[config.mk]
export PLATFORM = sky130hd
export DESIGN_NAME = codec_serial_control_port
export DESIGN_NICKNAME = d
export VERILOG_FILES = /design/src/core/codec_pkg.sv /design/src/core/codec_serial_control_port.sv /design/src/core/frame_generator.sv /design/src/core/rate_divider.sv
export SDC_FILE = /design/constraint.sdc
export NUM_CORES = 1
export LEC_CHECK = 0
export BUFFER_PORTS_ARGS = -buffer_cell sky130_fd_sc_hd__buf_2
export CORE_MARGIN = 10
export CORE_UTILIZATION = 50
export CTS_CLUSTER_DIAMETER = 100
export CTS_CLUSTER_SIZE = 14
export DETAILED_ROUTE_END_ITERATION = 6
export PLACE_DENSITY = 0.78
export SYNTH_ARGS = -nofsm -noshare
export SYNTH_HDL_FRONTEND = slang
export SYNTH_SLANG_ARGS = --single-unit
[constraint.sdc]
create_clock -name clk_sys -period 3.2 [get_ports clk_sys]
set_input_delay 0.16 -clock clk_sys [delete_from_list [all_inputs] [get_ports clk_sys]]
set_output_delay 0.16 -clock clk_sys [all_outputs]
set_load 0.01 [all_outputs]
[src/core/codec_pkg.sv]
// constants shared by the codec serial control port and its helpers
package codec_pkg;

	// ==============================================================
	// register addresses carried in the secondary word
	localparam logic [4:0] REG_NOOP = 5'h00;
	localparam logic [4:0] REG_CTRL1 = 5'h01;
	localparam logic [4:0] REG_CTRL2 = 5'h02;
	localparam logic [4:0] REG_CTRL3 = 5'h03;
	localparam logic [4:0] REG_CTRL4 = 5'h04;
	localparam logic [4:0] REG_TEST_A = 5'h05;
	localparam logic [4:0] REG_TEST_B = 5'h06;

	// ==============================================================
	// reset value of every control register
	localparam logic [7:0] CTRL_RESET = 8'h00;

	// ==============================================================
	// control register 1 fields
	localparam int CTRL1_SOFT_RESET = 7;
	localparam int CTRL1_POWER_DOWN = 6;
	localparam int CTRL1_DIG_LOOP = 1;
	localparam int CTRL1_DAC_16BIT = 0;

	// control register 2 fields
	localparam int CTRL2_FIR_OVF = 5;
	localparam int CTRL2_ANA_LOOP = 3;
	localparam int CTRL2_ADC_16BIT = 0;

	// control register 3 fields
	localparam int CTRL3_SLAVES_HI = 7;
	localparam int CTRL3_SLAVES_LO = 6;
	localparam int CTRL3_DELAY_HI = 5;
	localparam int CTRL3_DELAY_LO = 0;

	// control register 4 fields
	localparam int CTRL4_PLL_BYPASS = 7;
	localparam int CTRL4_IN_GAIN_HI = 6;
	localparam int CTRL4_IN_GAIN_LO = 5;
	localparam int CTRL4_OUT_GAIN_HI = 4;
	localparam int CTRL4_OUT_GAIN_LO = 3;
	localparam int CTRL4_RATE_N_HI = 2;
	localparam int CTRL4_RATE_N_LO = 0;

	// ==============================================================
	// secondary word layout
	localparam int SEC_READ_BIT = 13;
	localparam int SEC_ADDR_HI = 12;
	localparam int SEC_ADDR_LO = 8;

	// ==============================================================
	// frame timing, in shift clocks
	localparam int WORD_BITS = 16;
	localparam logic [4:0] WORD_BITS_CNT = 5'h10;
	localparam logic [4:0] READBACK_CNT = 5'h07;
	localparam logic [7:0] PRIMARY_POS = 8'h00;
	localparam logic [7:0] SECONDARY_POS = 8'h80;
	localparam logic [6:0] FS_HIGH_POS = 7'h10;

endpackage

[src/core/codec_serial_control_port.sv]
// serial data and control port of the voice codec, device side
// Function
// address 0 completes frame, changes nothing
// host never writes test registers 5, 6
// sample rate from master clock over 128N/512N
// host bypasses PLL below 7 kHz
// shift clock is 256 times sample rate
// ADC word out MSB first, rising edges
// ADC format 16 or 15+1, default 15+1
// 15+1 ADC LSB carries master/slave role
// read bit plus address returns register same frame
// write frames return zero low data byte
// secondary output MSB carries role flag
// echo read bit, address; data last byte
// DAC word sampled on falling edges
// 15+1 DAC LSB is secondary request flag
// host requests secondary via LSB or pin
// read bit set blocks any register write
// zero upper byte is no-op to register 0
// programming bits sampled on falling edges
// unaddressed registers keep reset defaults
// register 3 holds delay and slave count
// register 4 holds gains, N, PLL choice
// host drives top two command bits zero
// 16-clock transfer, frames every 256 clocks
// master select high drives clock and sync
// slave output silent until slave count set
// hardware request sampled on sync rising edge
`timescale 1ns/1ps
`default_nettype none

module codec_serial_control_port (
	input wire logic clk_sys,
	input wire logic sys_rst,
	input wire logic master_select,
	input wire logic mclk_tick,
	input wire logic pll_tick,
	input wire logic sclk_in,
	output logic sclk_out,
	output logic sclk_oe,
	input wire logic frame_sync_n_in,
	output logic frame_sync_n_out,
	output logic frame_sync_n_oe,
	input wire logic din,
	output logic dout,
	output logic dout_oe,
	input wire logic hw_secondary_request,
	input wire logic [codec_pkg::WORD_BITS-1:0] adc_sample,
	input wire logic fir_overflow,
	output logic [codec_pkg::WORD_BITS-1:0] dac_word,
	output logic dac_strobe,
	output logic soft_power_down,
	output logic analog_loopback,
	output logic pll_bypass,
	output logic [1:0] input_gain,
	output logic [1:0] output_gain,
	output logic [5:0] fsd_delay,
	output logic [1:0] slave_count
);
	import codec_pkg::*;

	typedef struct packed {
		logic [7:0] ctrl1;
		logic [7:0] ctrl2;
		logic [7:0] ctrl3;
		logic [7:0] ctrl4;
		logic sclk_q;
		logic fs_q;
		logic active;
		logic secondary;
		logic [4:0] fall_cnt;
		logic [15:0] out_sh;
		logic [15:0] in_sh;
		logic drive;
		logic pending;
		logic [15:0] dac_word;
		logic dac_strobe;
	} port_state_t;

	localparam port_state_t STATE_RESET = '{fs_q: 1'b1, default: '0};

	port_state_t s, next_s;

	logic half_tick, base_tick, gen_sclk, gen_fs_n;
	logic sclk_lvl, fs_lvl, rise, fall, fs_fall, fs_rise;
	logic prim_done, sec_done, dout_allowed, echo;
	logic [15:0] done_word, adc_src, adc_word;
	logic [7:0] wr_data;
	logic [4:0] wr_addr;

	// ==============================================================
	// clock generation (master role)
	// PLL mode runs on the 4x tick, so both modes divide by N per half shift clock
	assign base_tick = s.ctrl4[CTRL4_PLL_BYPASS] ? mclk_tick : pll_tick;

	rate_divider u_rate_divider (
		.clk_sys(clk_sys),
		.sys_rst(sys_rst),
		.base_tick(base_tick),
		.rate_n(s.ctrl4[CTRL4_RATE_N_HI:CTRL4_RATE_N_LO]),
		.half_tick(half_tick)
	);

	frame_generator u_frame_generator (
		.clk_sys(clk_sys),
		.sys_rst(sys_rst),
		.enable(master_select),
		.half_tick(half_tick),
		.secondary_pending(s.pending),
		.sclk(gen_sclk),
		.frame_sync_n(gen_fs_n)
	);

	// ==============================================================
	// serial timing events, from own clocks or the master's
	assign sclk_lvl = master_select ? gen_sclk : sclk_in;
	assign fs_lvl = master_select ? gen_fs_n : frame_sync_n_in;
	assign rise = sclk_lvl && !s.sclk_q;
	assign fall = !sclk_lvl && s.sclk_q;
	assign fs_fall = !fs_lvl && s.fs_q;
	assign fs_rise = fs_lvl && !s.fs_q;

	assign dout_allowed = master_select ||
		(s.ctrl3[CTRL3_SLAVES_HI:CTRL3_SLAVES_LO] != 2'h0);

	assign adc_src = s.ctrl1[CTRL1_DIG_LOOP] ? s.dac_word : adc_sample;
	assign adc_word = s.ctrl2[CTRL2_ADC_16BIT] ? adc_src :
		{adc_src[15:1], master_select};

	assign done_word = {s.in_sh[14:0], din};
	assign wr_addr = done_word[SEC_ADDR_HI:SEC_ADDR_LO];
	assign wr_data = done_word[7:0];

	function automatic logic [7:0] reg_read(input port_state_t st, input logic [4:0] addr);
		logic [7:0] val;
		val = 8'h00;
		unique case (addr)
			REG_CTRL1: val = st.ctrl1;
			REG_CTRL2: val = st.ctrl2;
			REG_CTRL3: val = st.ctrl3;
			REG_CTRL4: val = st.ctrl4;
			default: val = 8'h00;
		endcase
		return val;
	endfunction

	// ==============================================================
	// frame engine and register file
	always_comb begin
		next_s = s;
		next_s.dac_strobe = 1'b0;
		next_s.sclk_q = sclk_lvl;
		next_s.fs_q = fs_lvl;
		prim_done = 1'b0;
		sec_done = 1'b0;
		if (fs_fall) begin
			next_s.active = 1'b1;
			next_s.fall_cnt = 5'h00;
			next_s.secondary = s.pending;
			next_s.pending = 1'b0;
			// software power down keeps only the secondary traffic alive
			next_s.drive = dout_allowed && (s.pending || !s.ctrl1[CTRL1_POWER_DOWN]);
			if (s.pending) begin
				next_s.out_sh = {master_select, 15'h0000};
			end else begin
				next_s.out_sh = adc_word;
			end
		end else if (s.active) begin
			if (fall && s.fall_cnt < WORD_BITS_CNT) begin
				next_s.in_sh = done_word;
				next_s.fall_cnt = 5'(s.fall_cnt + 5'h01);
				if (s.secondary && s.fall_cnt == READBACK_CNT) begin
					// address is complete here, data byte shifts out next
					next_s.out_sh[14:7] = done_word[5] ?
						reg_read(s, done_word[4:0]) : 8'h00;
				end
				if (s.fall_cnt == 5'(WORD_BITS_CNT - 5'h01)) begin
					sec_done = s.secondary;
					prim_done = !s.secondary;
				end
			end
			if (rise && s.fall_cnt != 5'h00 && s.fall_cnt < WORD_BITS_CNT) begin
				next_s.out_sh = {s.out_sh[14:0], 1'b0};
			end
		end
		if (fs_rise) begin
			next_s.active = 1'b0;
			next_s.drive = 1'b0;
			if (s.active && !s.secondary && hw_secondary_request) begin
				next_s.pending = 1'b1;
			end
		end
		if (prim_done) begin
			if (!s.ctrl1[CTRL1_DAC_16BIT]) begin
				next_s.dac_word = {done_word[15:1], 1'b0};
				if (done_word[0]) begin
					next_s.pending = 1'b1;
				end
			end else begin
				next_s.dac_word = done_word;
			end
			next_s.dac_strobe = !s.ctrl1[CTRL1_POWER_DOWN];
		end
		if (sec_done) begin
			// zero upper byte, read requests and the no-op address never write
			if (done_word[15:8] != 8'h00 && !done_word[SEC_READ_BIT]) begin
				unique case (wr_addr)
					REG_CTRL1: begin
						if (wr_data[CTRL1_SOFT_RESET]) begin
							next_s.ctrl1 = CTRL_RESET;
							next_s.ctrl2 = CTRL_RESET;
							next_s.ctrl3 = CTRL_RESET;
							next_s.ctrl4 = CTRL_RESET;
						end else begin
							next_s.ctrl1 = wr_data;
						end
					end
					REG_CTRL2: begin
						next_s.ctrl2 = wr_data;
						next_s.ctrl2[CTRL2_FIR_OVF] = s.ctrl2[CTRL2_FIR_OVF];
					end
					REG_CTRL3: next_s.ctrl3 = wr_data;
					REG_CTRL4: next_s.ctrl4 = wr_data;
					default: begin
						// no-op address and test registers are left alone
						next_s.ctrl1 = s.ctrl1;
					end
				endcase
			end
			if (done_word[SEC_READ_BIT] && wr_addr == REG_CTRL2) begin
				next_s.ctrl2[CTRL2_FIR_OVF] = 1'b0;
			end
		end
		// a new overflow beats the clear-on-read in the same cycle
		if (fir_overflow) begin
			next_s.ctrl2[CTRL2_FIR_OVF] = 1'b1;
		end
	end

	always_ff @(posedge clk_sys or posedge sys_rst) begin
		if (sys_rst) begin
			s <= STATE_RESET;
		end else begin
			s <= next_s;
		end
	end

	// ==============================================================
	// pins and configuration outputs
	// echo bits follow din directly: they are due before they are sampled
	assign echo = s.active && s.secondary && s.fall_cnt != 5'h00 && s.fall_cnt <= READBACK_CNT;
	assign dout = echo ? din : s.out_sh[15];
	// in slave role, clearing the slave count in mid-frame releases the line at once
	assign dout_oe = s.drive && dout_allowed;
	assign sclk_out = gen_sclk;
	assign sclk_oe = master_select;
	assign frame_sync_n_out = gen_fs_n;
	assign frame_sync_n_oe = master_select;
	assign dac_word = s.dac_word;
	assign dac_strobe = s.dac_strobe;
	assign soft_power_down = s.ctrl1[CTRL1_POWER_DOWN];
	assign analog_loopback = s.ctrl2[CTRL2_ANA_LOOP];
	assign pll_bypass = s.ctrl4[CTRL4_PLL_BYPASS];
	assign input_gain = s.ctrl4[CTRL4_IN_GAIN_HI:CTRL4_IN_GAIN_LO];
	assign output_gain = s.ctrl4[CTRL4_OUT_GAIN_HI:CTRL4_OUT_GAIN_LO];
	assign fsd_delay = s.ctrl3[CTRL3_DELAY_HI:CTRL3_DELAY_LO];
	assign slave_count = s.ctrl3[CTRL3_SLAVES_HI:CTRL3_SLAVES_LO];
endmodule

`default_nettype wire

[src/core/frame_generator.sv]
// master-role shift clock and frame sync generator
`timescale 1ns/1ps
`default_nettype none

module frame_generator (
	input wire logic clk_sys,
	input wire logic sys_rst,
	input wire logic enable,
	input wire logic half_tick,
	input wire logic secondary_pending,
	output logic sclk,
	output logic frame_sync_n
);
	import codec_pkg::*;

	typedef struct packed {
		logic sclk;
		logic fs_n;
		logic [7:0] pos;
	} gen_state_t;

	localparam gen_state_t GEN_RESET = '{sclk: 1'b0, fs_n: 1'b1, pos: 8'hff};

	gen_state_t s, next_s;

	always_comb begin
		next_s = s;
		if (!enable) begin
			next_s = GEN_RESET;
		end else if (half_tick) begin
			next_s.sclk = !s.sclk;
			if (!s.sclk) begin
				next_s.pos = 8'(s.pos + 8'h01);
				// primary at 0, optional secondary half a frame later
				if (next_s.pos == PRIMARY_POS ||
						(next_s.pos == SECONDARY_POS && secondary_pending)) begin
					next_s.fs_n = 1'b0;
				end else if (next_s.pos[6:0] == FS_HIGH_POS) begin
					next_s.fs_n = 1'b1;
				end
			end
		end
	end

	always_ff @(posedge clk_sys or posedge sys_rst) begin
		if (sys_rst) begin
			s <= GEN_RESET;
		end else begin
			s <= next_s;
		end
	end

	assign sclk = s.sclk;
	assign frame_sync_n = s.fs_n;
endmodule

`default_nettype wire

[src/core/rate_divider.sv]
// divides the sample-rate base tick by N into half shift-clock periods
`timescale 1ns/1ps
`default_nettype none

module rate_divider (
	input wire logic clk_sys,
	input wire logic sys_rst,
	input wire logic base_tick,
	input wire logic [2:0] rate_n,
	output logic half_tick
);
	import codec_pkg::*;

	typedef struct packed {
		logic [2:0] cnt;
		logic pulse;
	} div_state_t;

	div_state_t s, next_s;

	// field value 0 stands for N = 8, so the 3-bit compare wraps on its own
	always_comb begin
		next_s = s;
		next_s.pulse = 1'b0;
		if (base_tick) begin
			if (s.cnt == 3'(rate_n - 3'h1)) begin
				next_s.cnt = 3'h0;
				next_s.pulse = 1'b1;
			end else begin
				next_s.cnt = 3'(s.cnt + 3'h1);
			end
		end
	end

	always_ff @(posedge clk_sys or posedge sys_rst) begin
		if (sys_rst) begin
			s <= '0;
		end else begin
			s <= next_s;
		end
	end

	assign half_tick = s.pulse;

endmodule

`default_nettype wire

==> metrics.txt <==
status=complete, no violations; Core Rows=38; Avg Cell Area, Syn=between 10 and 15 um^2; pre-CTS setup slack=0.461 ns; Syn Inst Count=approximately 500; Layout area overhead=6.36%; commonest cells in the netlist=94 x dfrtp_1, 51 x nand2_1, 39 x mux2_2; Final setup viols=0; final net count=around 560; WP data required=3.48 ns; core area=approximately 11000 um^2; DP HPWL=roughly 9200 um; Hold Path Class=in2reg; CTS resizes=0; sw power=between 900 and 1000 uW; Synth top area share=43.1%; Hold Vio Cnt, Final=0; syn nets=around 550; post-route cell area=5800 um^2; Highest Clock Rate=364 MHz; initial antenna violation count=0; Non-Filler Instances=674; Final min period=2.75 ns; WL per Instance=between 15 and 20 um; Worst IR Drop VDD=between 0.2 and 0.3 mV; Die Wd=124 um; cts bufs inserted=9; Post-route DRC=0; port bufs=63; DRT iter0 DRCs=343; CTS max path bufs=2; Antenna Diode Count=0; Warnings, synthesis=0; H-Tree Depth=3; Worst-Margin Slew=just over 1 ns; CP Max Fanout=13; DRT antenna net count=0; setup_tns=0 ns; R2R cell count=7; vias in the first global route=3955; clock latency on the worst-skew pair=just under 0.4 ns; post-synthesis async set-or-reset flop share=100%; pwr/cell area=roughly 500 nW/um^2; Final Skew=about 0.015 ns; crit path capture type=flop; max-slew headroom at the worst pin=32.2%; hold depth=3; CTS tree=yes; crit start category=flop; total global routing overflow=0; area post-placement=5610 um^2; Netlist cell types=slightly above 50; first-pass GRT wire length=a little over 20000 um; Die Ht=124 um; Logic pwr share=around a fifth; Starting Density=around 51%; DR vias/cell=about 5.8; cell taking the most area after synthesis=dfrtp_1; top_reg_cell synth=dfrtp_1; clock share of power=25.8%; P_int=1990 uW; Pleak=~0.0027 uW; final core utilization=between 50% and 60%; RSZ-0062 raised after global routing=false; root buf cell=clkbuf_8; die area=approximately 15000 um^2; Tcrit/Tclk final=around 86%; mapped cell area=5450 um^2; aggregate global-route resource usage=16.3%; Via Count=slightly below 4000; Crit Path Class=reg2reg; maximum number of pins on one net before global-route repair=76; max_cap viols=0; clock slew at reported path FFs=approximately 0.10 ns; CTS Sinks=between 100 and 150; dpl cells=about 660; Pre-antenna DRT Iters=5; sequential share of the synthesized area=a little under half; Slew Viols, Final=0; sw frac=between 30% and 40%; synth top area cells=dfrtp_1 43%, mux2_2 8.1%, mux2i_1 5.3%, dfstp_2 4.8%, buf_4 4.1%; dominant cell by count in the synthesized netlist=dfrtp_1; I/O Pins=64; DRT Wirelength=around 13000 um; GPL Wtd Cong=around 0.86; Worst Path Arrival=3.03 ns; fin worst setup slack=about 0.45 ns; post-synthesis register bit count=around 100; Post-synth EDFFs=0; layout cells sized above 1=25.8%; sequential share of power=a little under three fifths
## placed cells by master (no fill, tap or decap), drive strengths merged, types with 6 or more instances in the layout
| cell | instances |
|---|---|
| dfrtp | 94 |
| buf | 66 |
| nand2 | 51 |
| mux2 | 39 |
| o21ai | 31 |
| mux2i | 30 |
| nor2 | 24 |
| a22o | 23 |
| inv | 17 |
| nor2b | 15 |
| o22ai | 11 |
| clkbuf | 11 |
| dfstp | 10 |
| xnor2 | 9 |
| ha | 9 |
| xor2 | 8 |
| a22oi | 8 |
| a221o | 8 |
| nand3 | 8 |
| o21a | 7 |
| a21oi | 6 |
| nor3 | 6 |
## routing by layer
layer	GRT usage, %	wire length, um	share of wire, %	up-vias
li1	-	-	-	1817
met1	20.4	5780	45	1947
met2	26.4	6120	48	97
met3	4.68	620	4.9	18
met4	4.93	241	1.9	0
met5	0	0	0	-
## what timing repair did
item	4_1_cts	5_1_grt
hold buffers	2	0
setup buffers	0	0
endpoints found under the hold margin	33	0
## logic make-up after synthesis
family	synth area share, %
DFF	48.0
buffers and inverters	7.69
xor gates and xnor gates	2.73
and+or+nand+nor	12.4
adders and majority gates	2.07
AOI/OAI and AO/OA	13.3
muxes	13.8
## power by group through the flow
| stage | registers [uW] | clock network [uW] | logic, uW |
|---|---|---|---|
| after global placement | 1640 | 0 | 518 |
| after CTS | 1620 | 770 | 545 |
| after global routing | 1650 | 818 | 614 |
| after detailed placement | 1650 | 0 | 543 |
| after floorplan | 1540 | 0 | 503 |
| final | 1630 | 754 | 544 |
## through the flow
stage / total power (uW) / hold slack, ns
2_1_floorplan: 2040 / 0.268
3_3_place_gp: 2160 / 0.371
3_5_place_dp: 2190 / 0.376
4_1_cts: 2940 / 0.0303
5_1_grt: 3080 / 0.0751
6_report: 2930 / 0.0457
## critical path: stages (launching register included)
cell and delay, ns:
dfstp_2 0.56, mux2i_1 0.09, ha_1 0.38, and3b_1 0.32, nand4_2 0.16, or2_4 0.28
nor4b_4 0.47, mux2_2 0.39
## layout make-up
cell class,instances,area (um^2)
clock buffers,11,131
clock inverters,5,38.8
fillers,923,4950
inverters,16,62.6
multi-input cells,330,2420
flip-flops and latches,104,2620
well taps,140,175
repair buffers,68,358
## registers in the layout (all words and copies together) (netlist names), 3 cells and up
name and cells:
done_word 15, u_frame_generator.s 8, fsd_delay 6, dac_word 16, u_rate_divider.s 3, s 43
## path summary, 6_finish.rpt
| check | start | endpoint | slack [ns] |
|---|---|---|---|
| max | u_frame_generator.frame_sync_n$_DFFE_PP1P_ | soft_power_down$_DFFE_PP0P_ | 0.45 |
| min | frame_sync_n_in | s[58]$_DFF_PP1_ | 0.05 |
| max reg2reg | u_frame_generator.frame_sync_n$_DFFE_PP1P_ | soft_power_down$_DFFE_PP0P_ | 0.45 |
| min reg2reg | s[18]$_DFFE_PP0P_ | s[18]$_DFFE_PP0P_ | 0.48 |
| max in group asynchronous | sys_rst | s[58]$_DFF_PP1_ | 1.86 |
| min in group asynchronous | sys_rst | s[82]$_DFFE_PP0P_ | 0.52 |
No activity file was read; power rests on OpenSTA's default activity.
